### config.mk
export PLATFORM = sky130hd
export DESIGN_NAME = banked_memory_address_map
export DESIGN_NICKNAME = d
export VERILOG_FILES = /design/src/logic/banked_map_pkg.sv /design/src/logic/banked_memory_address_map.sv
export VERILOG_INCLUDE_DIRS = /design/src /design/src/logic
export SDC_FILE = /design/constraint.sdc
export NUM_CORES = 1
export LEC_CHECK = 0
export ABC_AREA = 1
export BUFFER_PORTS_ARGS = -buffer_cell sky130_fd_sc_hd__buf_2
export CELL_PAD_IN_SITES_DETAIL_PLACEMENT = 0
export CELL_PAD_IN_SITES_GLOBAL_PLACEMENT = 1
export CORE_UTILIZATION = 54
export CTS_CLUSTER_DIAMETER = 200
export DETAILED_ROUTE_END_ITERATION = 10
export PLACE_DENSITY = 0.82
export SYNTH_ARGS = -nofsm -noshare
export SYNTH_HDL_FRONTEND = slang
export SYNTH_SLANG_ARGS = --single-unit
### constraint.sdc
create_clock -name mclk_in -period 8.8 [get_ports mclk_in]
set_clock_uncertainty 0.05 [all_clocks]
set_input_delay 1.32 -clock mclk_in [delete_from_list [all_inputs] [get_ports mclk_in]]
set_output_delay 1.32 -clock mclk_in [all_outputs]
set_load 0.03 [all_outputs]
### src/logic/banked_map_regs.svh
`ifndef BANKED_MAP_REGS_SVH
`define BANKED_MAP_REGS_SVH
`define PC_RESET_VEC 13'h0000
`define PC_IRQ_VEC 13'h0004
`define PROG_IMPL_MASK 13'h07FF
`define SFS_TOP 7'h1F
`define BANK0_RAM_LO 8'h20
`define BANK0_RAM_HI 8'h7F
`define BANK1_RAM_LO 8'hA0
`define BANK1_RAM_HI 8'hBF
`define MIRROR_LO 8'hF0
`define MIRROR_HI 8'hFF
`define MIRROR_OFFSET 8'h80
`define INDIRECT_ADDR 7'h00
`endif

### src/logic/banked_map_pkg.sv
package banked_map_pkg;
    typedef enum logic [1:0] {
        REGION_NONE = 2'b00,
        REGION_SFS = 2'b01,
        REGION_RAM = 2'b11
    } region_t;
    typedef enum logic [1:0] {
        FETCH_RESET = 2'b00,
        FETCH_RUN = 2'b01,
        FETCH_IRQ = 2'b11
    } fetch_state_t;
endpackage

### src/logic/banked_memory_address_map.sv
`timescale 1ns/1ps
`include "banked_map_regs.svh"
`default_nettype none
module banked_memory_address_map #(
    parameter int PC_WIDTH = 13,
    parameter int RAM_DEPTH = 128
) (
    // clock and reset
    input wire logic mclk_in,
    input wire logic sys_rst_in,
    // fetch side
    input wire logic fetch_advance_in,
    input wire logic fetch_load_in,
    input wire logic [PC_WIDTH-1:0] fetch_target_in,
    input wire logic irq_take_in,
    output logic [PC_WIDTH-1:0] pc_out,
    output logic [10:0] prog_addr_out,
    output banked_map_pkg::fetch_state_t fetch_state_out,
    // data side
    input wire logic data_req_in,
    input wire logic data_we_in,
    input wire logic data_indirect_in,
    input wire logic [6:0] data_field_in,
    input wire logic [7:0] indirect_pointer_in,
    input wire logic bank_select_bit_in,
    input wire logic reserved_bank_high_bit_in,
    input wire logic reserved_indirect_bank_bit_in,
    input wire logic [7:0] data_wdata_in,
    output logic [7:0] data_rdata_out,
    output logic data_valid_out,
    output logic sfs_sel_out,
    output logic [7:0] sfs_addr_out,
    output logic sfs_we_out,
    output logic [7:0] sfs_wdata_out,
    output banked_map_pkg::region_t region_out
);
    import banked_map_pkg::*;

    logic [PC_WIDTH-1:0] pc_q;
    logic [PC_WIDTH-1:0] pc_d;
    fetch_state_t fstate_q;
    fetch_state_t fstate_d;
    logic [7:0] ram_q [RAM_DEPTH];
    logic [7:0] full_addr;
    logic [6:0] ram_idx;
    region_t region;

    function automatic region_t decode_region(input logic [7:0] a);
        if (a[6:0] <= `SFS_TOP) begin
            decode_region = REGION_SFS;
        end else if (a >= `BANK0_RAM_LO && a <= `BANK0_RAM_HI) begin
            decode_region = REGION_RAM;
        end else if (a >= `BANK1_RAM_LO && a <= `BANK1_RAM_HI) begin
            decode_region = REGION_RAM;
        end else if (a >= `MIRROR_LO) begin
            decode_region = REGION_RAM;
        end else begin
            decode_region = REGION_NONE;
        end
    endfunction

    function automatic logic [6:0] ram_index(input logic [7:0] a);
        logic [7:0] m;
        m = (a >= `MIRROR_LO) ? a - `MIRROR_OFFSET : a;
        ram_index = (m[7] ? m[6:0] - 7'h20 + 7'h60 : m[6:0] - 7'h20);
    endfunction

    // program counter
    always_comb begin
        pc_d = pc_q;
        if (irq_take_in) begin
            pc_d = `PC_IRQ_VEC;
        end else if (fetch_load_in) begin
            pc_d = fetch_target_in;
        end else if (fetch_advance_in) begin
            pc_d = pc_q + 13'h0001;
        end
    end

    always_ff @(posedge mclk_in) begin
        if (sys_rst_in) begin
            pc_q <= `PC_RESET_VEC;
            pc_out <= `PC_RESET_VEC;
            prog_addr_out <= 11'h000;
            fstate_q <= FETCH_RESET;
            fetch_state_out <= FETCH_RESET;
        end else begin
            pc_q <= pc_d;
            pc_out <= pc_d;
            prog_addr_out <= pc_d[10:0];
            fstate_q <= fstate_d;
            fetch_state_out <= fstate_d;
        end
    end

    // fetch state, gray along reset -> run -> irq
    always_comb begin
        fstate_d = FETCH_RUN;
        case (fstate_q)
            FETCH_RESET: fstate_d = irq_take_in ? FETCH_IRQ : FETCH_RUN;
            FETCH_RUN: fstate_d = irq_take_in ? FETCH_IRQ : FETCH_RUN;
            FETCH_IRQ: fstate_d = irq_take_in ? FETCH_IRQ : FETCH_RUN;
            default: fstate_d = FETCH_RUN;
        endcase
    end

    // data address formation
    always_comb begin
        if (data_indirect_in || data_field_in == `INDIRECT_ADDR) begin
            full_addr = indirect_pointer_in;
        end else begin
            full_addr = {bank_select_bit_in, data_field_in};
        end
        region = decode_region(full_addr);
        ram_idx = ram_index(full_addr);
    end

    always_ff @(posedge mclk_in) begin
        if (data_req_in && data_we_in && region == REGION_RAM) begin
            ram_q[ram_idx] <= data_wdata_in;
        end
    end

    always_ff @(posedge mclk_in) begin
        if (sys_rst_in) begin
            data_rdata_out <= 8'h00;
            data_valid_out <= 1'b0;
            sfs_sel_out <= 1'b0;
            sfs_addr_out <= 8'h00;
            sfs_we_out <= 1'b0;
            sfs_wdata_out <= 8'h00;
            region_out <= REGION_NONE;
        end else begin
            data_valid_out <= data_req_in;
            region_out <= data_req_in ? region : REGION_NONE;
            sfs_sel_out <= data_req_in && region == REGION_SFS;
            sfs_addr_out <= full_addr;
            sfs_we_out <= data_req_in && data_we_in && region == REGION_SFS;
            sfs_wdata_out <= data_wdata_in;
            if (data_req_in && !data_we_in && region == REGION_RAM) begin
                data_rdata_out <= ram_q[ram_idx];
            end else begin
                data_rdata_out <= 8'h00;
            end
        end
    end

    logic unused_reserved;
    assign unused_reserved = reserved_bank_high_bit_in
        ^ reserved_indirect_bank_bit_in;
endmodule
`default_nettype wire

# Word level (Yosys, flattened, before mapping)
# Memories as Yosys holds them, arrays and structs flattened. A register that Yosys moved wholly into a read port is not among the register bits.
# Index checks and enable logic that the tools add are counted.
# op_classes
addsub	4
magnitude_cmp	6
n_eq_ne	4
mux	14
n_bitwise	3
n_reduce_logical	19
# op_table
operator	n
13-bit 2-to-1 mux	2
8-bit >= comparator (second input constant)	2
8-bit 2-to-1 mux	2
13-bit by 1-bit adder with 13-bit output (second input constant)	1
2-bit 2-to-1 mux	5
8-bit by 6-bit >= comparator with 1-bit output (second input constant)	1
8-bit by 7-bit less-or-equal comparator with 1-bit output (second input constant)	1
8-bit less-or-equal comparator (second input constant)	1
1-bit logical AND	8
2-bit OR reduction	4
8-bit subtractor (second input constant)	1
7-bit adder (second input constant)	1
7-bit by 5-bit less-or-equal comparator with 1-bit output (second input constant)	1
7-bit logical NOT	1
7-bit 2-to-1 mux	1
7-bit by 6-bit subtractor with 7-bit output (second input constant)	1
2-bit by 1-bit == test with 1-bit output (second input constant)	2
2-bit == test (second input constant)	2
1-bit 2-to-1 mux	3
3-bit 2-to-1 mux	1
1-bit inverter	3
3-bit nonzero test	1
3-bit OR reduction	1
2-bit logical NOT	1
3 further kinds	3
# word_totals
reg_bits	36
mem_bits_rw	1024
inputBits	47
output_inout_bits	55
memories	1
# memory_table
name	depth	word_bits	read_ports	rd_ports_with_merged_regs	wr	line	rtl
ram_q	128	8	1	1	1	banked_memory_address_map.sv:43	logic [7:0] ram_q [RAM_DEPTH];

# Longest topological paths before layout
# Gate-level depths: netlist of run 1.
# depth
word_depth	12
mapped_depth	20

# Worst setup path after synthesis of run 1
# No wires, ideal clock.
# synth_path
kind	input-to-reg
startpoint	input data_field_in[4]
endpoint	memory ram_q[104][0] (enable)
t_arrival_ns	3.507
required_time_ns	8.380
slack_ns	4.873
stages	14
n_path_buf	1
cell_sequence	nor2_1 -> nand2_1 -> o21ai_4 -> or2_2 -> o21ai_2 -> inv_1 -> ha_1 -> nand3_1 -> a21oi_2 -> a21oi_2 -> nor2_8 -> nand4_4 -> buf_4 -> nor2_1
# synth_between
elab_chain_cells	12
word_cells_on_any_way	24
# synth_rtl
item	line	rtl
start: declaration	banked_memory_address_map.sv:23	input wire logic [6:0] data_field_in,
7-bit logical NOT (no source line)	n/a	
1-bit logical OR (no source line)	n/a	
8-bit 2-to-1 mux (*)	banked_memory_address_map.sv:109	if (data_indirect_in || data_field_in == `INDIRECT_ADDR) begin
parallel branches: the longest is 9 deep, another holds 8-bit subtractor	n/a	
end: declaration	banked_memory_address_map.sv:43	
# Every way passes the cells marked *.

# Worst setup path in the final report of run 1
# layout_path
startpoint	input data_field_in[4]
endpoint	memory ram_q[87][1] (enable)
# The elaborated chain is that of the path after synthesis.

==> metrics, run 1 <==
run status finished, final reports clean; Mapped Area 45,730 µm²; CTS Buf Count 107; H-tree depth 3; All-Layer GR Usage 27.92%; Final min period 5.195 ns; Pint 8.607 mW; commonest cells in the netlist nand2_1, edfxtp_1, nor2_1; dpl cell area 46,970 µm²; critical path endpoint category flip-flop; Worst-Margin Slew 1.180 ns; first-pass GRT wire length 177,300 µm; die height 293.0 µm; clock-pin slew on the worst setup and hold paths 0.06 ns; CP delay by family, top simple AND/OR/NAND/NOR gates; post-synth net total 4,634; DIE AREA 85,850 µm²; crit path launch type primary input; Die W 293.0 µm; MaxCap Viol Count 0; Initial Util 54.64%; starting DRC count in detailed routing 3,185; main flop type after synthesis edfxtp_1; Tot Pwr 11.26 mW; CP arrival 5.42 ns; Synth Register Bits 1,068; area leader, netlist edfxtp_1; Yosys warnings 0; Max VDD drop 0.0002009 V; max_slew headroom 21.12%; slowest cell on the critical path nor2_1; worst slack, placed 2.894 ns; final antenna-violating net count 0; Core Rows 106; CTS root buf clkbuf_16; fin nets 4,649; Worst Path Max Fanout 38; cells after synthesis 4,584; post-CTS setup repair buffer count 0; # DRC 0; max-slew violation count 0; main area contributors after synthesis edfxtp_1, nand2_1, nor2_1; worst path buffer plus inverter count 2; initial antenna violation count 4; mean area per synthesized cell 9.975 µm²; FFs w/ async S/R, synth 0%; cts-stage hold buffer count 0; final worst slack 3.605 ns; # port buffers 99; WP data required 9.02 ns; pwr/cell area 222.5 nW/µm²; total number of vias 30,540; sequential share of the synthesized area 69.17%; Core Region 83,690 µm²; first-pass iteration count of the detailed router 6; layout cells sized above 1 7.271%; RSZ-0062 raised after global routing false; fmax 192.5 MHz; Ports 102; Lkg Pwr 21.06 nW; Post-synth EDFFs 1,024; Clock Power Share 41.8%; DP HPWL 66,050 µm; largest net degree at the start of global routing 195; Sw Ratio 23.56%; RePlAce Congestion 0.8763; CP max stage delay 0.92 ns; share of power burned in registers 49.7%; TNS Setup 0 ns; most common cell in the netlist nand2_1; period utilization 59.03%; total gr overflow 0; fin area 50,600 µm²; Gate power share 8.6%; clock sinks 1,068; Clock Tree Buf Depth 3; drt total wl 118,700 µm; via/cell ratio 5.244; Diodes inserted 0; Unique masters post-synth 35; Worst Path Class, Setup in -> reg; min-delay worst type reg -> reg; clk_lat worst skew 0.66 ns; WL/cell 20.37 µm; final-report setup violation count 0; worst path cell trace buf_2 > nor2_1 > nand2_1 > o21ai_4 > nand2_1 > nand2_4 > buf_4 > nand2_4 > nor2_4 > nand3_1 > a21oi_2 > a21oi_2 > nor2_8 > nand4_4 > nor2_1; Syn-to-layout area delta 10.67%; final hold vios 0; PostCTS Resize Cnt 0; vias in the first global route 28,980; P_sw 2.653 mW; Synth top area share 67.25%; CTS tree done
through the flow:
stage	cells	util (%)	hold slack [ns]
3_3_place_gp	5624	56.13	0.3600
2_1_floorplan	4584	-	0.5164
3_5_place_dp	5624	56.13	0.3694
5_1_grt	5824	60.47	0.3977
6_report	5824	60.47	0.3727
4_1_cts	5824	60.47	0.3774
cells in the final DEF, fill, tap and decap left out, types with 4 or more instances in the layout:
cell type,netlist,routed
o211ai_1,34,34
nand3_1,76,76
clkbuf_1,79,26
nor2_4,2,6
o21ai_0,34,34
a31oi_1,7,7
nand4_1,9,9
nor3_1,4,4
buf_2,95,91
clkinv_2,0,22
bufinv_16,0,16
nand4_4,8,8
or2_2,7,7
a21oi_1,10,10
clkbuf_8,0,8
dfxtp_1,44,44
inv_1,196,196
edfxtp_1,1024,1024
buf_4,19,41
clkinv_1,0,11
xor2_1,6,6
nand2_1,2612,2608
nand2_4,2,5
nor2_2,3,5
clkbuf_16,0,109
buf_12,0,4
nor2_1,257,251
path summary, 6_finish.rpt:
| check | from | end | slack (ns) | cells past startpoint |
|---|---|---|---|---|
| min | fstate_q[1] | fstate_q[1] | 0.37 | 1 |
| max | data_field_in[4] | ram_q[87][1] | 3.61 | 15 |
| min reg2reg | fstate_q[1] | fstate_q[1] | 0.37 | 1 |
| max reg2reg | ram_q[22][0] | data_rdata_out[0] | 6.57 | 12 |
kinds of logic (layout without fill, tap and decap cells):
logic type | Yosys count | count (layout) | share of synthesized area, %
xor+xnor | 6 | 6 | 0.1149
compound gates | 95 | 95 | 1.330
simple gates | 2986 | 2986 | 25.27
buf+inv | 426 | 532 | 4.028
fa+ha+maj | 3 | 3 | 0.08210
flops | 1068 | 1068 | 69.17
sequential cells by signal (all words and copies together) (netlist names):
signal / cells
data_rdata_out: 8
data_valid_out: 1
fstate_q: 2
pc_q: 13
ram_q: 1024
region_out: 2
sfs_addr_out: 8
sfs_sel_out: 1
sfs_wdata_out: 8
sfs_we_out: 1
area by class of cell:
| type | count | area (µm²) |
|---|---|---|
| multi-input cells | 3090 | 12340 |
| clock inverters | 57 | 698.2 |
| flip-flops and latches | 1068 | 31630 |
| clock buffers | 143 | 2935 |
| inverters | 196 | 735.7 |
| repair buffers | 136 | 843.3 |
| fillers | 6857 | 33080 |
| well taps | 1134 | 1419 |
metal layers:
metal  wire length, µm  global-route usage, %  up-vias  part of all wire (%)
met1             51180                  39.75    14410                    43
met4              3369                  8.364        4                   2.8
met2             55050                  44.38     1097                    46
met5                34                      0        -                 0.029
met3              9030                  4.554      201                   7.6
li1                  -                      -    14830                     -
power groups by stage:
stage	clock network [mW]	registers (mW)	logic [mW]
after detailed placement	0	5.70	0.960
after global routing	4.94	5.59	1.06
after global placement	0	5.70	0.955
after floorplan	0	5.72	0.556
after CTS	4.75	5.59	0.964
final	4.70	5.59	0.966
No activity file was read; power rests on OpenSTA's default activity.
==> inputs of run 2 (changes only) <==
--- a/config.mk
+++ b/config.mk
@@ -10,10 +10,10 @@
 export BUFFER_PORTS_ARGS = -buffer_cell sky130_fd_sc_hd__buf_2
 export CELL_PAD_IN_SITES_DETAIL_PLACEMENT = 0
 export CELL_PAD_IN_SITES_GLOBAL_PLACEMENT = 1
-export CORE_UTILIZATION = 54
+export CORE_UTILIZATION = 45
 export CTS_CLUSTER_DIAMETER = 200
 export DETAILED_ROUTE_END_ITERATION = 10
-export PLACE_DENSITY = 0.82
+export PLACE_DENSITY = 0.73
 export SYNTH_ARGS = -nofsm -noshare
 export SYNTH_HDL_FRONTEND = slang
 export SYNTH_SLANG_ARGS = --single-unit
==> constraint.sdc (replaced) <==
create_clock -name mclk_in -period 4.47 [get_ports mclk_in]
set_clock_uncertainty 0.05 [all_clocks]
set_input_delay 0.6705 -clock mclk_in [delete_from_list [all_inputs] [get_ports mclk_in]]
set_output_delay 0.6705 -clock mclk_in [all_outputs]
set_load 0.03 [all_outputs]
==> metrics, run 2 (synthesis results as in run 1) <==
Die W 320.8 µm (+9.5%); Critical Path End ram_q[81][4]; final-report setup violation count 0 (unchanged); Reg with most FFs ram_q; TNS Setup 0 ns (unchanged); max_slew headroom 26.74% (+5.6 points); share of power burned in registers 49.8% (about the same); Clock Tree Buf Depth 3 (unchanged); WP data required 4.75 ns (-4.27 ns); Max VDD drop 0.0003514 V (+75%); fin nets 4,850 (+4.3%); Hold Startpoint irq_take_in; Lkg Pwr 22.14 nW (+5.1%); cts-stage hold buffer count 0 (unchanged); total gr overflow 0 (unchanged); via/cell ratio 4.963 (-5.4%); worst path buffer plus inverter count 2 (unchanged); DIE AREA 102,900 µm² (+20%); All-Layer GR Usage 24.27% (-3.6 points); commonest cells after routing, fill and taps aside nand2_1, edfxtp_1, nor2_1; MaxCap Viol Count 0 (unchanged); final antenna-violating net count 0 (unchanged); end of the worst register-to-register path data_rdata_out[6]; total number of vias 31,020 (+1.6%); Syn-to-layout area delta 14.92%; WHS Path Cells 3 (+2); drt total wl 124,200 µm (+4.7%); clock-pin slew on the worst setup and hold paths 0.06 ns (about the same); P_sw 5.350 mW (+100%); Clock Power Share 41.2% (-0.6 points); max-slew violation count 0 (unchanged); reg-to-reg slack, setup 2.21 ns (-4.36 ns); RSZ-0062 raised after global routing false; first-pass iteration count of the detailed router 5 (-1); vias in the first global route 29,180 (+0.70%); Final min period 3.467 ns; Tot Pwr 22.10 mW (+96%); clock sinks 1,068 (unchanged); CP arrival 3.74 ns (-1.68 ns); final hold vios 0 (unchanged); crit path launch type primary input; Sw Ratio 24.21% (+0.65 points); pwr/cell area 420.6 nW/µm² (+89%); fmax 288.4 MHz; commonest non-fill, non-tap cell in the layout nand2_1; CTS root buf clkbuf_16; reg2reg start ram_q[28][6]; Core Region 100,400 µm² (+20%); Largest regs ram_q x1024, pc_q x13; Initial Util 45.53% (-9.1 points); Worst Path Max Fanout 33 (-13%); initial antenna violation count 3 (-1); clk_lat worst skew 0.70 ns (+0.04 ns); CTS tree done; slowest cell on the critical path nor2_1; critical path endpoint category flip-flop; largest net degree at the start of global routing 122 (-37%); first-pass GRT wire length 185,300 µm (+4.5%); post-CTS setup repair buffer count 0 (unchanged); period utilization 77.56%; Core Rows 116 (+9.4%); # port buffers 99 (unchanged); Reg2Reg Depth 12 (unchanged); Worst-Margin Slew 1.099 ns (-0.08149 ns); RePlAce Congestion 0.8274 (-5.6%); WL/cell 19.87 µm (-2.5%); run status finished, final reports clean; # DRC 0 (unchanged); die height 320.8 µm (+9.5%); Largest register FFs 1,024 (unchanged); Gate power share 9.0% (+0.4 points); CP max stage delay 0.68 ns (-0.24 ns); CTS Buf Count 112 (+4.7%); Pint 16.75 mW (+95%); Critical Path Source data_field_in[2]; H-tree depth 3 (unchanged); layout cells sized above 1 11.08% (+3.8 points); Worst Path Class, Setup in -> reg; Levels on crit path 15 (unchanged); CP delay by family, top simple AND/OR/NAND/NOR gates; Ports 102 (unchanged); starting DRC count in detailed routing 2,762 (-13%); min-delay worst type in -> reg; PostCTS Resize Cnt 0 (unchanged); DP HPWL 74,910 µm (+13%); worst path cell trace buf_2 > nor2_1 > nand2_1 > o21ai_4 > nand2_1 > nand2_8 > nand2_4 > nor2_4 > nand3_1 > a21oi_2 > a21oi_2 > nor2_8 > buf_4 > nand4_4 > nor2_1
-- run 2: layout make-up --
cell class	instances	area, µm²
fillers	9119	47890
inverters	196	735.7
clock buffers	154	3152
clock inverters	52	456.7
multi-input cells	3090	12330
diodes	1	2.502
flip-flops and latches	1068	31630
well taps	1357	1698
repair buffers	332	2540
-- run 2: worst min-delay path, stage by stage --
cell and delay [ns]:
buf_2 0.12, nand2_1 0.06, a21oi_1 0.03
-- run 2: stage by stage --
stage | std cells | cell area [µm²] | hold WS, ns | setup slack (ns) | utilization (%)
floorplan | 4584 | 45730 | 0.5164 | 1.192 | -
global placement | 6043 | 48940 | 0.3789 | 0.3190 | 48.72
detailed placement | 6043 | 48940 | 0.3849 | 0.2961 | 48.72
CTS | 6249 | 52550 | 0.1364 | 1.046 | 52.32
global route | 6249 | 52550 | 0.1667 | 0.8142 | 52.32
finish | 6250 | 52550 | 0.1918 | 1.003 | 52.32
-- run 2: metal layers --
metal / vias up / part of all wire (%) / global-route usage [%]
met5: - / 0.022 / 0
met4: 4 / 2.3 / 6.571
met3: 188 / 6.1 / 3.155
met2: 895 / 47 / 38.98
met1: 14720 / 45 / 34.83
li1: 15220 / - / -
-- run 2: how the worst min path moves through the flow --
stage               slack, ns          end
CTS                      0.14  fstate_q[1]
detailed placement       0.38  fstate_q[1]
floorplan                0.52  fstate_q[1]
global placement         0.38  fstate_q[1]
global route             0.17  fstate_q[1]
finish                   0.19  fstate_q[1]
-- run 2: power by group through the flow --
| stage | logic (mW) | clock network (mW) | registers, mW |
|---|---|---|---|
| 3_3_place_gp | 1.99 | 0 | 11.2 |
| 2_1_floorplan | 1.10 | 0 | 11.3 |
| 3_5_place_dp | 2.00 | 0 | 11.2 |
| 6_report | 1.99 | 9.10 | 11.0 |
| 5_1_grt | 2.19 | 9.66 | 11.0 |
| 4_1_cts | 2.01 | 9.28 | 11.0 |
